### src/shared/fpes_pkg.sv
// Package with addresses, bit positions, reset values and state types.
// What this block does
// (RL1) Program one aligned 64-byte row at a time.
// (RL2) Program select arms latching from next flash write.
// (RL3) Controller sets page, then writes inside row.
// (RL4) Controller waits delays, sets high voltage, writes bytes.
// (RL5) Controller clears select, waits, clears high voltage.
// (RL6) Controller follows the timed mass erase order.
// (RL7) Sequences run from RAM or debug commands.
// (RL8) No wait or stop during a sequence.
// (RL9) Secured debug-path flash reads return zero.
// (RL10) Every reset copies option byte into shadow.
// (RL11) Security code zero engages, one disengages.
// (RL12) Mass erase then reset boots unsecured.
// (RL13) Shadow bits 7..1 read zero, writes ignored.
// (RL14) High voltage settable only after proper sequence.
// (RL15) Program and mass-erase select are interlocked.
// (RL16) Secured device ignores program select writes.
// (RL17) Page select gives address bits 13..6.
// (RL18) Page zero window reaches low RAM, index.
// (RL19) Direct address 14 is the indexed-data port.
// (RL20) Secured normal boot clears debug pin enable.
// (RL21) Controller delays are configurable bus-clock counts.
package fpes_pkg;

    // ==========================================================
    // Address map
    localparam logic [13:0] OPTION_SHADOW_ADDR = 14'h0210;
    localparam logic [13:0] FLASH_CONTROL_ADDR = 14'h0211;
    localparam logic [13:0] NV_OPTION_ADDR = 14'h3ffc;
    localparam logic [13:0] PAGE_SELECT_ADDR = 14'h001f;
    localparam logic [13:0] INDEX_DATA_ADDR = 14'h000e;
    localparam logic [13:0] INDEX_REG_ADDR = 14'h000f;
    localparam logic [13:0] FLASH_BASE_ADDR = 14'h2000;
    localparam logic [7:0] WINDOW_BLOCK = 8'h03;

    // ==========================================================
    // Field positions
    localparam int PGM_BIT = 0;
    localparam int MASS_BIT = 2;
    localparam int HIGH_VOLTAGE_ENABLE_BIT = 3;
    localparam int SECURITY_CODE_BIT = 0;

    // ==========================================================
    // Reset values
    localparam logic [7:0] PAGE_RESET = 8'h00;
    localparam logic [7:0] INDEX_RESET = 8'h00;
    localparam logic SECURITY_CODE_RESET = 1'b0;

    typedef enum logic {FPES_LOAD, FPES_RUN} fpes_phase_t;

    typedef struct packed {
        fpes_phase_t phase;
        logic program_select;
        logic mass;
        logic hv;
        logic [7:0] page;
        logic [7:0] x;
        logic security_code;
        logic mode_hi;
        logic dbg_pe;
        logic [7:0] row;
        logic row_ok;
        logic armed;
        logic rvalid;
        logic [7:0] rdata;
        logic prog_stb;
        logic [13:0] prog_addr;
        logic [7:0] prog_data;
    } fpes_state_t;

endpackage

### src/hdl/fpes_flash_ctrl.sv
// Flash program, mass erase, security and paging window control.
`timescale 1ns/1ps
module fpes_flash_ctrl (
    input wire logic REF_CLK,
    input wire logic RST_N,
    input wire logic [13:0] CPU_ADDR,
    input wire logic [7:0] CPU_WDATA,
    input wire logic CPU_WR,
    input wire logic CPU_RD,
    input wire logic CPU_DEBUG,
    output logic CPU_BUSY,
    output logic RD_VALID,
    output logic [7:0] RD_DATA,
    output logic [13:0] MEM_ADDR,
    output logic [7:0] MEM_WDATA,
    output logic MEM_WR,
    output logic MEM_RD,
    input wire logic [7:0] MEM_RDATA,
    input wire logic MODE_SEL_PIN,
    output logic DEBUG_PIN_EN,
    output logic DEBUG_LOCK,
    output logic HIGH_VOLTAGE_EN,
    output logic MASS_ERASE,
    output logic PROG_STB,
    output logic [13:0] PROG_ADDR,
    output logic [7:0] PROG_DATA
);

    // ==========================================================
    // Address resolution
    fpes_pkg::fpes_state_t q;
    fpes_pkg::fpes_state_t d;
    logic run;
    logic secured;
    logic [13:0] eff;
    logic in_flash;
    logic own_reg;
    logic blocked;

    function automatic logic [13:0] win_map(
        input logic [13:0] a,
        input logic [7:0] pg
    );
        if (a[13:6] == fpes_pkg::WINDOW_BLOCK) begin
            return {pg, a[5:0]}; // RL17
        end
        return a;
    endfunction

    assign run = (q.phase == fpes_pkg::FPES_RUN);
    // The shadow powers up as engaged so nothing leaks before load.
    assign secured = ~q.security_code; // RL11

    always_comb begin
        if (CPU_ADDR == fpes_pkg::INDEX_DATA_ADDR) begin
            eff = win_map({6'h00, q.x}, q.page); // RL19
        end else begin
            eff = win_map(CPU_ADDR, q.page); // RL18
        end
    end

    assign in_flash = (eff >= fpes_pkg::FLASH_BASE_ADDR);
    assign own_reg = (eff == fpes_pkg::OPTION_SHADOW_ADDR) ||
                     (eff == fpes_pkg::FLASH_CONTROL_ADDR) ||
                     (eff == fpes_pkg::PAGE_SELECT_ADDR) ||
                     (eff == fpes_pkg::INDEX_REG_ADDR);
    assign blocked = secured && (CPU_DEBUG || q.dbg_pe); // RL9

    // ==========================================================
    // Next state and memory port
    always_comb begin
        logic npgm;
        logic nmass;
        logic nhv;
        npgm = CPU_WDATA[fpes_pkg::PGM_BIT];
        nmass = CPU_WDATA[fpes_pkg::MASS_BIT];
        nhv = CPU_WDATA[fpes_pkg::HIGH_VOLTAGE_ENABLE_BIT];
        d = q;
        d.rvalid = 1'b0;
        d.prog_stb = 1'b0;
        MEM_ADDR = eff;
        MEM_WDATA = CPU_WDATA;
        MEM_WR = 1'b0;
        MEM_RD = 1'b0;
        if (!run) begin
            // Option byte fetch happens once after every reset.
            MEM_ADDR = fpes_pkg::NV_OPTION_ADDR;
            MEM_RD = 1'b1;
            d.security_code = MEM_RDATA[fpes_pkg::SECURITY_CODE_BIT]; // RL10 RL12
            d.mode_hi = MODE_SEL_PIN;
            d.dbg_pe = ~MODE_SEL_PIN; // RL20
            d.phase = fpes_pkg::FPES_RUN;
        end else if (CPU_WR) begin
            unique case (1'b1)
                eff == fpes_pkg::FLASH_CONTROL_ADDR: begin
                    if (secured) begin
                        d.program_select = q.program_select; // RL16
                    end else if (npgm) begin
                        d.program_select = q.program_select | (~q.mass & ~nmass); // RL15
                    end else begin
                        d.program_select = 1'b0;
                    end
                    if (nmass) begin
                        d.mass = q.mass | (~q.program_select & ~npgm); // RL15
                    end else begin
                        d.mass = 1'b0;
                    end
                    d.hv = nhv & (q.hv | (d.program_select & q.row_ok) |
                                  (d.mass & q.armed)); // RL14
                    if (!d.program_select && !d.mass && !d.hv) begin
                        d.row_ok = 1'b0;
                        d.armed = 1'b0;
                    end
                end
                eff == fpes_pkg::PAGE_SELECT_ADDR: begin
                    d.page = CPU_WDATA;
                end
                eff == fpes_pkg::INDEX_REG_ADDR: begin
                    d.x = CPU_WDATA;
                end
                eff == fpes_pkg::OPTION_SHADOW_ADDR: begin
                    d.security_code = q.security_code; // RL13
                end
                in_flash: begin
                    if (q.program_select && !q.hv && !q.row_ok) begin
                        d.row = eff[13:6]; // RL2
                        d.row_ok = 1'b1;
                    end
                    if (q.mass && !q.hv) begin
                        d.armed = 1'b1;
                    end
                    if (q.program_select && q.hv && q.row_ok &&
                        eff[13:6] == q.row) begin
                        d.prog_stb = 1'b1; // RL1
                        d.prog_addr = eff;
                        d.prog_data = CPU_WDATA;
                    end
                end
                default: begin
                    MEM_WR = 1'b1;
                end
            endcase
        end else if (CPU_RD) begin
            d.rvalid = 1'b1;
            unique case (1'b1)
                eff == fpes_pkg::FLASH_CONTROL_ADDR: begin
                    d.rdata = {4'h0, q.hv, q.mass, 1'b0, q.program_select};
                end
                eff == fpes_pkg::PAGE_SELECT_ADDR: begin
                    d.rdata = q.page;
                end
                eff == fpes_pkg::INDEX_REG_ADDR: begin
                    d.rdata = q.x;
                end
                eff == fpes_pkg::OPTION_SHADOW_ADDR: begin
                    d.rdata = {7'h00, q.security_code}; // RL13
                end
                in_flash && blocked: begin
                    d.rdata = 8'h00; // RL9
                end
                default: begin
                    MEM_RD = 1'b1;
                    d.rdata = MEM_RDATA;
                end
            endcase
        end
    end

    // ==========================================================
    // State register
    always_ff @(posedge REF_CLK or negedge RST_N) begin
        if (!RST_N) begin
            q.phase <= fpes_pkg::FPES_LOAD;
            q.program_select <= 1'b0;
            q.mass <= 1'b0;
            q.hv <= 1'b0;
            q.page <= fpes_pkg::PAGE_RESET;
            q.x <= fpes_pkg::INDEX_RESET;
            q.security_code <= fpes_pkg::SECURITY_CODE_RESET;
            q.mode_hi <= 1'b1;
            q.dbg_pe <= 1'b0;
            q.row <= 8'h00;
            q.row_ok <= 1'b0;
            q.armed <= 1'b0;
            q.rvalid <= 1'b0;
            q.rdata <= 8'h00;
            q.prog_stb <= 1'b0;
            q.prog_addr <= 14'h0000;
            q.prog_data <= 8'h00;
        end else begin
            q <= d;
        end
    end

    // ==========================================================
    // Outputs
    assign CPU_BUSY = ~run;
    assign RD_VALID = q.rvalid;
    assign RD_DATA = q.rdata;
    assign DEBUG_PIN_EN = q.dbg_pe;
    assign DEBUG_LOCK = run && secured && q.mode_hi; // RL20
    assign HIGH_VOLTAGE_EN = q.hv; // RL14
    // Erase only runs once the arming write has been seen.
    assign MASS_ERASE = q.hv && q.mass && q.armed;
    assign PROG_STB = q.prog_stb;
    assign PROG_ADDR = q.prog_addr;
    assign PROG_DATA = q.prog_data;
endmodule

### config.mk
export PLATFORM = sky130hd
export DESIGN_NAME = fpes_flash_ctrl
export DESIGN_NICKNAME = d
export VERILOG_FILES = /design/src/shared/fpes_pkg.sv /design/src/hdl/fpes_flash_ctrl.sv
export SDC_FILE = /design/constraint.sdc
export NUM_CORES = 1
export LEC_CHECK = 0
export ABC_CLOCK_PERIOD_IN_PS = 2630
export BUFFER_PORTS_ARGS = -buffer_cell sky130_fd_sc_hd__buf_4
export CORE_MARGIN = 2
export CORE_UTILIZATION = 53
export CTS_BUF_LIST = sky130_fd_sc_hd__clkbuf_8 sky130_fd_sc_hd__clkbuf_16
export DETAILED_ROUTE_END_ITERATION = 8
export HOLD_SLACK_MARGIN = 0.15
export PLACE_DENSITY_LB_ADDON = 0.15
export RECOVER_POWER = 100
export SYNTH_ARGS = -nofsm -noshare
export SYNTH_HDL_FRONTEND = slang
export SYNTH_SLANG_ARGS = --single-unit
### constraint.sdc
create_clock -name REF_CLK -period 2.63 [get_ports REF_CLK]
set_input_delay 0.1315 -clock REF_CLK [delete_from_list [all_inputs] [get_ports REF_CLK]]
set_output_delay 0.1315 -clock REF_CLK [all_outputs]
set_load 0.02 [all_outputs]
==> results.tsv, run 1 <==
metric	value	unit
whs_path_depth	3	
worstSetupStartpointType	flip-flop	
slew_headroom	-0.06376	
fin_crit_sh	0.9582	
violations	capacitance limit, slew limit	
path_delay_family	compound AO/OA/AOI/OAI gates	
run_status	finished, violations left	
fin_crit	2.520	ns
path_max_fanout	8	
clockBufferDepth	2	
dr.pass1.iters	5	
slew_viol_final	66	
synth_area_per_cell	10.30	µm²
holdPathEnd	RD_DATA[3]$_DFFE_PN0P_	
internal_power	1.609	mW
final_nets	514	
grt_usage	0.2761	
clock_latency	0.34	ns
hp-class	in2reg	
antenna_cells	0	
placed_cell_area	4513	µm²
design_area	4812	µm²
synth_seq_cells	65	
tightestPinTransition	1.596	ns
fillers	604	
setup_viol_count_final	0	
grt_antenna_before_repair	0	
cts_root_buffer	clkbuf_8	
fp.dieW	88.23	µm
clock-skew-final	0.01073	ns
row_count	30	
ys_types	65	
yosysWarnings	0	
final_util	0.7044	
min_from	MEM_RDATA[3]	
cp.required	2.50	ns
r2r-start	q[52]$_DFFE_PN0P_	
clkTransAtPathRegs	0.07	ns
drt-initial-drc-count	251	
path_class	reg2out	
pwr-share-seq	0.466	
io_pins	97	
portBuffers	96	
critical_path_buf_inv_count	2	
area_growth	27.99	%
gp_congestion	0.9666	
viasPerCell	5.537	
r2r_end	PROG_ADDR[5]$_DFFE_PN0P_	
seq_area_frac_synth	0.4329	
p_sw_frac	0.2814	
htreeDepth	3	
place_inst	542	
start_util	0.5504	
die_y	88.23	µm
syn_nets	401	
fp.dieArea	7784	µm²
synth_cells	365	
vdd_ir_drop_max	0.2779	mV
clock.fmax	396.8	MHz
core	6832	µm²
grt_max_degree	66	
dp_hpwl	7632	µm
hold_violations	0	
maxCapViolCount	1	
final_cells	579	
cp.arrival	2.39	ns
synth_edf_count	0	
p_sw	630.1	µW
p_leak	2.206	nW
wl_per_cell	17.90	µm
syn_area	3760	µm²
slowest_delay	0.43	ns
numCtsBuffers	9	
drtAntennaViolNets	0	
async_flop_share	1.000	
cts_tree	yes	
drive_gt1_frac	0.3292	
p_clk_frac	0.376	
power_density	465.3	nW/µm²
r2r_slack	0.16	ns
fin_ws	0.1100	ns
drc	0	
comb_power_share	0.158	
gr-total-overflow	0	
clkSinkCount	65	
grt_first_pass_wirelength	16160	µm
crit_chain	and3_2 -> a31oi_4 -> o31ai_2 -> nor2_2 -> a32oi_2 -> o21ai_2 -> buf_6 -> o21ai_0 -> buf_4	
pre_cts_slack	-0.07101	ns
worst_path_max_delay_cell	dfrtp_1	
vias	3206	
ff2ff_path_depth	10	
grt_pass1_vias	3151	
cp-end-kind	primary output	
hold_slack	0.1643	ns
synthFlopType	dfrtp_1	
wirelength	10360	µm
==> routing by layer <==
| layer | share of wire | vias to the layer above | track usage |
|---|---|---|---|
| li1 | - | 1513 | - |
| met5 | 0 | - | 0 |
| met2 | 0.47 | 122 | 0.4463 |
| met1 | 0.44 | 1547 | 0.3682 |
| met4 | 0.033 | 0 | 0.1253 |
| met3 | 0.058 | 24 | 0.04291 |
==> power by group through the flow <==
| stage | registers [mW] | logic (mW) | clock network (mW) |
|---|---|---|---|
| after CTS | 1.04 | 0.371 | 0.851 |
| final | 1.04 | 0.353 | 0.842 |
| after detailed placement | 1.06 | 0.348 | 0 |
| after global placement | 1.06 | 0.344 | 0 |
| after floorplan | 1.06 | 0.195 | 0 |
| after global routing | 1.05 | 0.382 | 0.882 |
==> cell usage after synthesis (all sizes together) (3+ instances only) <==
master	count	share of area
or3	3	0.0050
and2	7	0.012
a221o	3	0.0080
o31ai	4	0.0080
buf	42	0.088
a41oi	3	0.0090
mux2i	12	0.032
a22oi	8	0.016
o31a	3	0.0070
xnor2	3	0.0070
o21ai	9	0.013
nand3	7	0.011
nor3	9	0.013
dfrtp	64	0.43
a21oi	15	0.020
o22ai	3	0.010
and3	8	0.013
clkbuf	7	0.0070
a32oi	3	0.0070
inv	24	0.024
mux2	30	0.099
a31oi	5	0.0083
nand2	28	0.028
nor3b	3	0.0060
nor2	24	0.024
==> worst max-delay path by stage <==
| stage | from | end | slack, ns | depth (start not counted) |
|---|---|---|---|---|
| detailed placement | q[52]$_DFFE_PN0P_ | PROG_ADDR[5]$_DFFE_PN0P_ | -0.07 | 9 |
| finish | q[52]$_DFFE_PN0P_ | MEM_RD | 0.11 | 9 |
| floorplan | q[55]$_DFFE_PN0P_ | RD_DATA[6]$_DFFE_PN0P_ | 0.32 | 8 |
| global placement | q[52]$_DFFE_PN0P_ | PROG_DATA[4]$_DFFE_PN0P_ | -0.08 | 8 |
| global route | q[52]$_DFFE_PN0P_ | PROG_ADDR[7]$_DFFE_PN0P_ | -0.01 | 9 |
| CTS | q[52]$_DFFE_PN0P_ | MEM_RD | -0.07 | 9 |
==> layout make-up <==
| type | instances | area (µm²) | area share |
|---|---|---|---|
| clock buffer | 9 | 123.9 | 0.02574 |
| inverter | 24 | 90.09 | 0.01872 |
| tap | 96 | 120.1 | 0.02496 |
| multi-input combinational | 227 | 1759 | 0.3656 |
| sequential | 65 | 1628 | 0.3383 |
| timing repair buffer | 151 | 1020 | 0.2119 |
| clock inverter | 7 | 71.32 | 0.01482 |
==> registers in the layout (all words and copies together), names as in the netlist <==
register / flops
q: 30
PROG_ADDR: 14
PROG_DATA: 8
RD_DATA: 8
DEBUG_PIN_EN: 1
HIGH_VOLTAGE_EN: 1
PROG_STB: 1
RD_VALID: 1
run: 1
==> worst register-to-register path, stage by stage (launching register included) <==
cell       delay, ns
dfrtp_1         0.44
and3_2          0.27
a31oi_4         0.26
nor2_4          0.08
nor2_1          0.10
a21oi_1         0.05
a2111oi_1       0.39
and3_1          0.28
buf_12          0.17
buf_4           0.15
mux2i_1         0.20
==> logic make-up (layout without fill, tap and decap cells) <==
group,after synthesis,count (layout),share of synthesized area
buf+inv,73,191,0.1185
compound gates,79,79,0.1604
flops,65,65,0.4329
other cells,1,1,0.0009974
simple gates,101,101,0.1471
xor+xnor,4,4,0.009320
mux,42,42,0.1308
==> placed cells by master (no fill, tap or decap), types with 3 or more instances in the layout <==
master,Yosys,layout
a22oi_1,8,8
clkbuf_1,7,46
nor2_1,24,21
nor3_1,8,7
nand3_1,6,6
a31oi_1,5,3
and2_1,6,6
nand2_1,28,28
a21oi_1,15,15
o21ai_0,7,7
clkbuf_8,0,9
mux2_4,9,9
mux2_2,21,21
mux2i_1,12,12
a221o_1,3,3
dlygate4sd3_1,0,18
and3_1,8,7
o31a_1,3,3
buf_4,39,84
xnor2_1,3,3
inv_1,24,24
or3_1,3,3
dfrtp_1,64,64
clkinvlp_4,0,3
==> what timing repair did <==
action | 4_1_cts | 5_1_grt
setup buffers | 0 | 3
gates cloned | 0 | 0
endpoints found under the setup margin | 21 | 23
resized for setup | 3 | 14
hold buffers | 18 | 0
hold endpoints to repair | 101 | 0
pin swaps | 0 | 6
==> stage by stage <==
| stage | TNS, ns | power [mW] |
|---|---|---|
| floorplan | 0 | 1.256 |
| global placement | -1.344 | 1.407 |
| detailed placement | -1.228 | 1.411 |
| CTS | -0.06556 | 2.266 |
| global route | -0.01891 | 2.312 |
| finish | 0 | 2.239 |
No activity file was read; power rests on OpenSTA's default activity.
==> run 2, diff against run 1 <==
--- a/config.mk
+++ b/config.mk
@@ -14,5 +14,5 @@
 export HOLD_SLACK_MARGIN = 0.15
 export PLACE_DENSITY_LB_ADDON = 0.15
-export RECOVER_POWER = 100
+export RECOVER_POWER = 25
 export SYNTH_ARGS = -nofsm -noshare
 export SYNTH_HDL_FRONTEND = slang
==> constraint.sdc (replaced) <==
create_clock -name REF_CLK -period 2.63 [get_ports REF_CLK]
set_input_delay 0.1315 -clock REF_CLK [delete_from_list [all_inputs] [get_ports REF_CLK]]
set_output_delay 0.1315 -clock REF_CLK [all_outputs]
set_load 0.005 [all_outputs]
==> run 2 against run 1 <==
  * The flow still finishes with violations (capacitance limit, slew limit)
  * Critical path depth did not move
  * Sequential power barely moved
  * Sequential share of layout area fell by 0.91 points
  * Global-route usage did not move
  * Count of clock-buffer cells in the layout did not move
  * Via count barely moved
  * Setup slack got worse by 0.032 ns
  * First-iteration DRC count fell by 6.8%
  * Fmax fell by 1.3%
  * Die area did not move
==> results.tsv, run 2 (synthesized netlist as in run 1, its figures left out) <==
metric	value	unit
largest_reg_flops	30	
run_status	finished, violations left	
r2r_end	PROG_ADDR[5]$_DFFE_PN0P_	
p_clk_frac	0.381	
fin_crit	2.552	ns
hp-class	in2reg	
drc	0	
cts_root_buffer	clkbuf_8	
power_density	444.2	nW/µm²
p_sw	572.2	µW
tightestPinTransition	1.604	ns
comb_power_share	0.144	
cp.required	2.50	ns
violations	capacitance limit, slew limit	
crit_path_start	q[55]$_DFFE_PN0P_	
setup_viol_count_final	0	
cp-end-kind	primary output	
clkTransAtPathRegs	0.07	ns
antenna_cells	0	
row_count	30	
pre_cts_slack	-0.07101	ns
grt_antenna_before_repair	0	
area_growth	31.51	%
portBuffers	96	
htreeDepth	3	
pwr-share-seq	0.475	
cts_tree	yes	
r2r-start	q[52]$_DFFE_PN0P_	
drive_gt1_frac	0.4079	
start_util	0.5504	
clock.fmax	391.9	MHz
grt_usage	0.2761	
p_sw_frac	0.2605	
final_cells	579	
slowest_delay	0.58	ns
dr.pass1.iters	5	
path_max_fanout	8	
path_class	reg2out	
vdd_ir_drop_max	0.2757	mV
fin_crit_sh	0.9703	
dp_hpwl	7632	µm
tns	0	ns
p_leak	2.335	nW
vias	3203	
grt_pass1_vias	3151	
crit_chain	or4_4 -> nor3_2 -> nor2_1 -> a211oi_2 -> a32oi_2 -> o21ai_2 -> buf_6 -> o21ai_0 -> buf_4	
numCtsBuffers	9	
io_pins	97	
clock-skew-final	0.009299	ns
gp_congestion	0.9666	
clock_latency	0.34	ns
grt_max_degree	66	
die_y	88.23	µm
fin_ws	0.07807	ns
ff2ff_path_depth	10	
worstSetupStartpointType	flip-flop	
p_total	2.196	mW
fillers	549	
clkSinkCount	65	
critical_path_buf_inv_count	2	
slew_headroom	-0.06916	
cp_num_cells	9	
wl_per_cell	17.72	µm
place_inst	542	
final_common_cell	buf_4	
internal_power	1.624	mW
ff_latch_area	1628	µm²
final_nets	514	
slew_viol_final	66	
hold_violations	0	
viasPerCell	5.532	
max_flop_register	q	
core	6832	µm²
crit_end	MEM_RD	
gr-total-overflow	0	
wirelength	10260	µm
worst_path_max_delay_cell	or4_4	
r2r_slack	0.16	ns
fp.dieW	88.23	µm
path_delay_family	simple AND/OR/NAND/NOR gates	
cp.arrival	2.42	ns
fp.dieArea	7784	µm²
drt-initial-drc-count	234	
maxCapViolCount	1	
hold_slack	0.1687	ns
drtAntennaViolNets	0	
multi_input_area	1753	µm²
clockBufferDepth	2	
layout_common_cells	89 x buf_4, 64 x dfrtp_1, 32 x clkbuf_4	
grt_first_pass_wirelength	16160	µm
==> run 2: power by group through the flow <==
| stage | clock (mW) | combinational, mW | sequential, mW |
|---|---|---|---|
| floorplan | 0 | 0.144 | 1.06 |
| global placement | 0 | 0.290 | 1.06 |
| detailed placement | 0 | 0.294 | 1.06 |
| CTS | 0.851 | 0.317 | 1.04 |
| global route | 0.882 | 0.346 | 1.05 |
| finish | 0.836 | 0.316 | 1.04 |
==> run 2: worst reg2reg max path, stage by stage (launching register included) <==
cell       delay (ns)
dfrtp_1          0.44
and3_2           0.27
a31oi_4          0.26
nor2_4           0.08
nor2_1           0.10
a21oi_1          0.04
a2111oi_1        0.39
and3_1           0.28
buf_12           0.17
buf_4            0.15
mux2i_1          0.20
==> run 2: final cells by class <==
type                       count  area share
multi-input combinational    227      0.3545
sequential                    65      0.3292
timing repair buffer         151      0.2343
clock buffer                   9     0.02505
tap                           96     0.02429
inverter                      24     0.01822
clock inverter                 7     0.01442
==> run 2: how the worst min path moves through the flow <==
stage | slack (ns) | cells after the start | from | endpoint
detailed placement | 0.28 | 1 | RST_N | PROG_DATA[5]$_DFFE_PN0P_
CTS | 0.16 | 3 | MEM_RDATA[3] | RD_DATA[3]$_DFFE_PN0P_
floorplan | -0.16 | 0 | RST_N | DEBUG_PIN_EN$_DFFE_PN0N_
global placement | 0.27 | 1 | RST_N | PROG_ADDR[13]$_DFFE_PN0P_
global route | 0.16 | 3 | MEM_RDATA[3] | RD_DATA[3]$_DFFE_PN0P_
finish | 0.17 | 3 | MEM_RDATA[3] | RD_DATA[3]$_DFFE_PN0P_
==> run 2: layer usage <==
| layer | share of wire | wire, µm | global-route usage |
|---|---|---|---|
| met1 | 0.43 | 4418 | 0.3682 |
| met3 | 0.064 | 658 | 0.04291 |
| met2 | 0.47 | 4843 | 0.4463 |
| met4 | 0.033 | 339 | 0.1253 |
| met5 | 0 | 0 | 0 |
==> run 2: timing repair <==
| action | in CTS | in global routing |
|---|---|---|
| setup endpoints to repair | 21 | 23 |
| hold buffers | 18 | 0 |
| cloned | 0 | 0 |
| pin swaps | 0 | 4 |
| resized for setup | 3 | 13 |
| endpoints found under the hold margin | 101 | 0 |
| buffers inserted | 0 | 3 |
==> run 2: stage by stage <==
step             util  area (µm²)
6_report       0.7238        4945
5_1_grt        0.7238        4945
4_1_cts        0.7172        4900
3_5_place_dp   0.6606        4513
3_3_place_gp   0.6606        4513
2_1_floorplan       -        3760
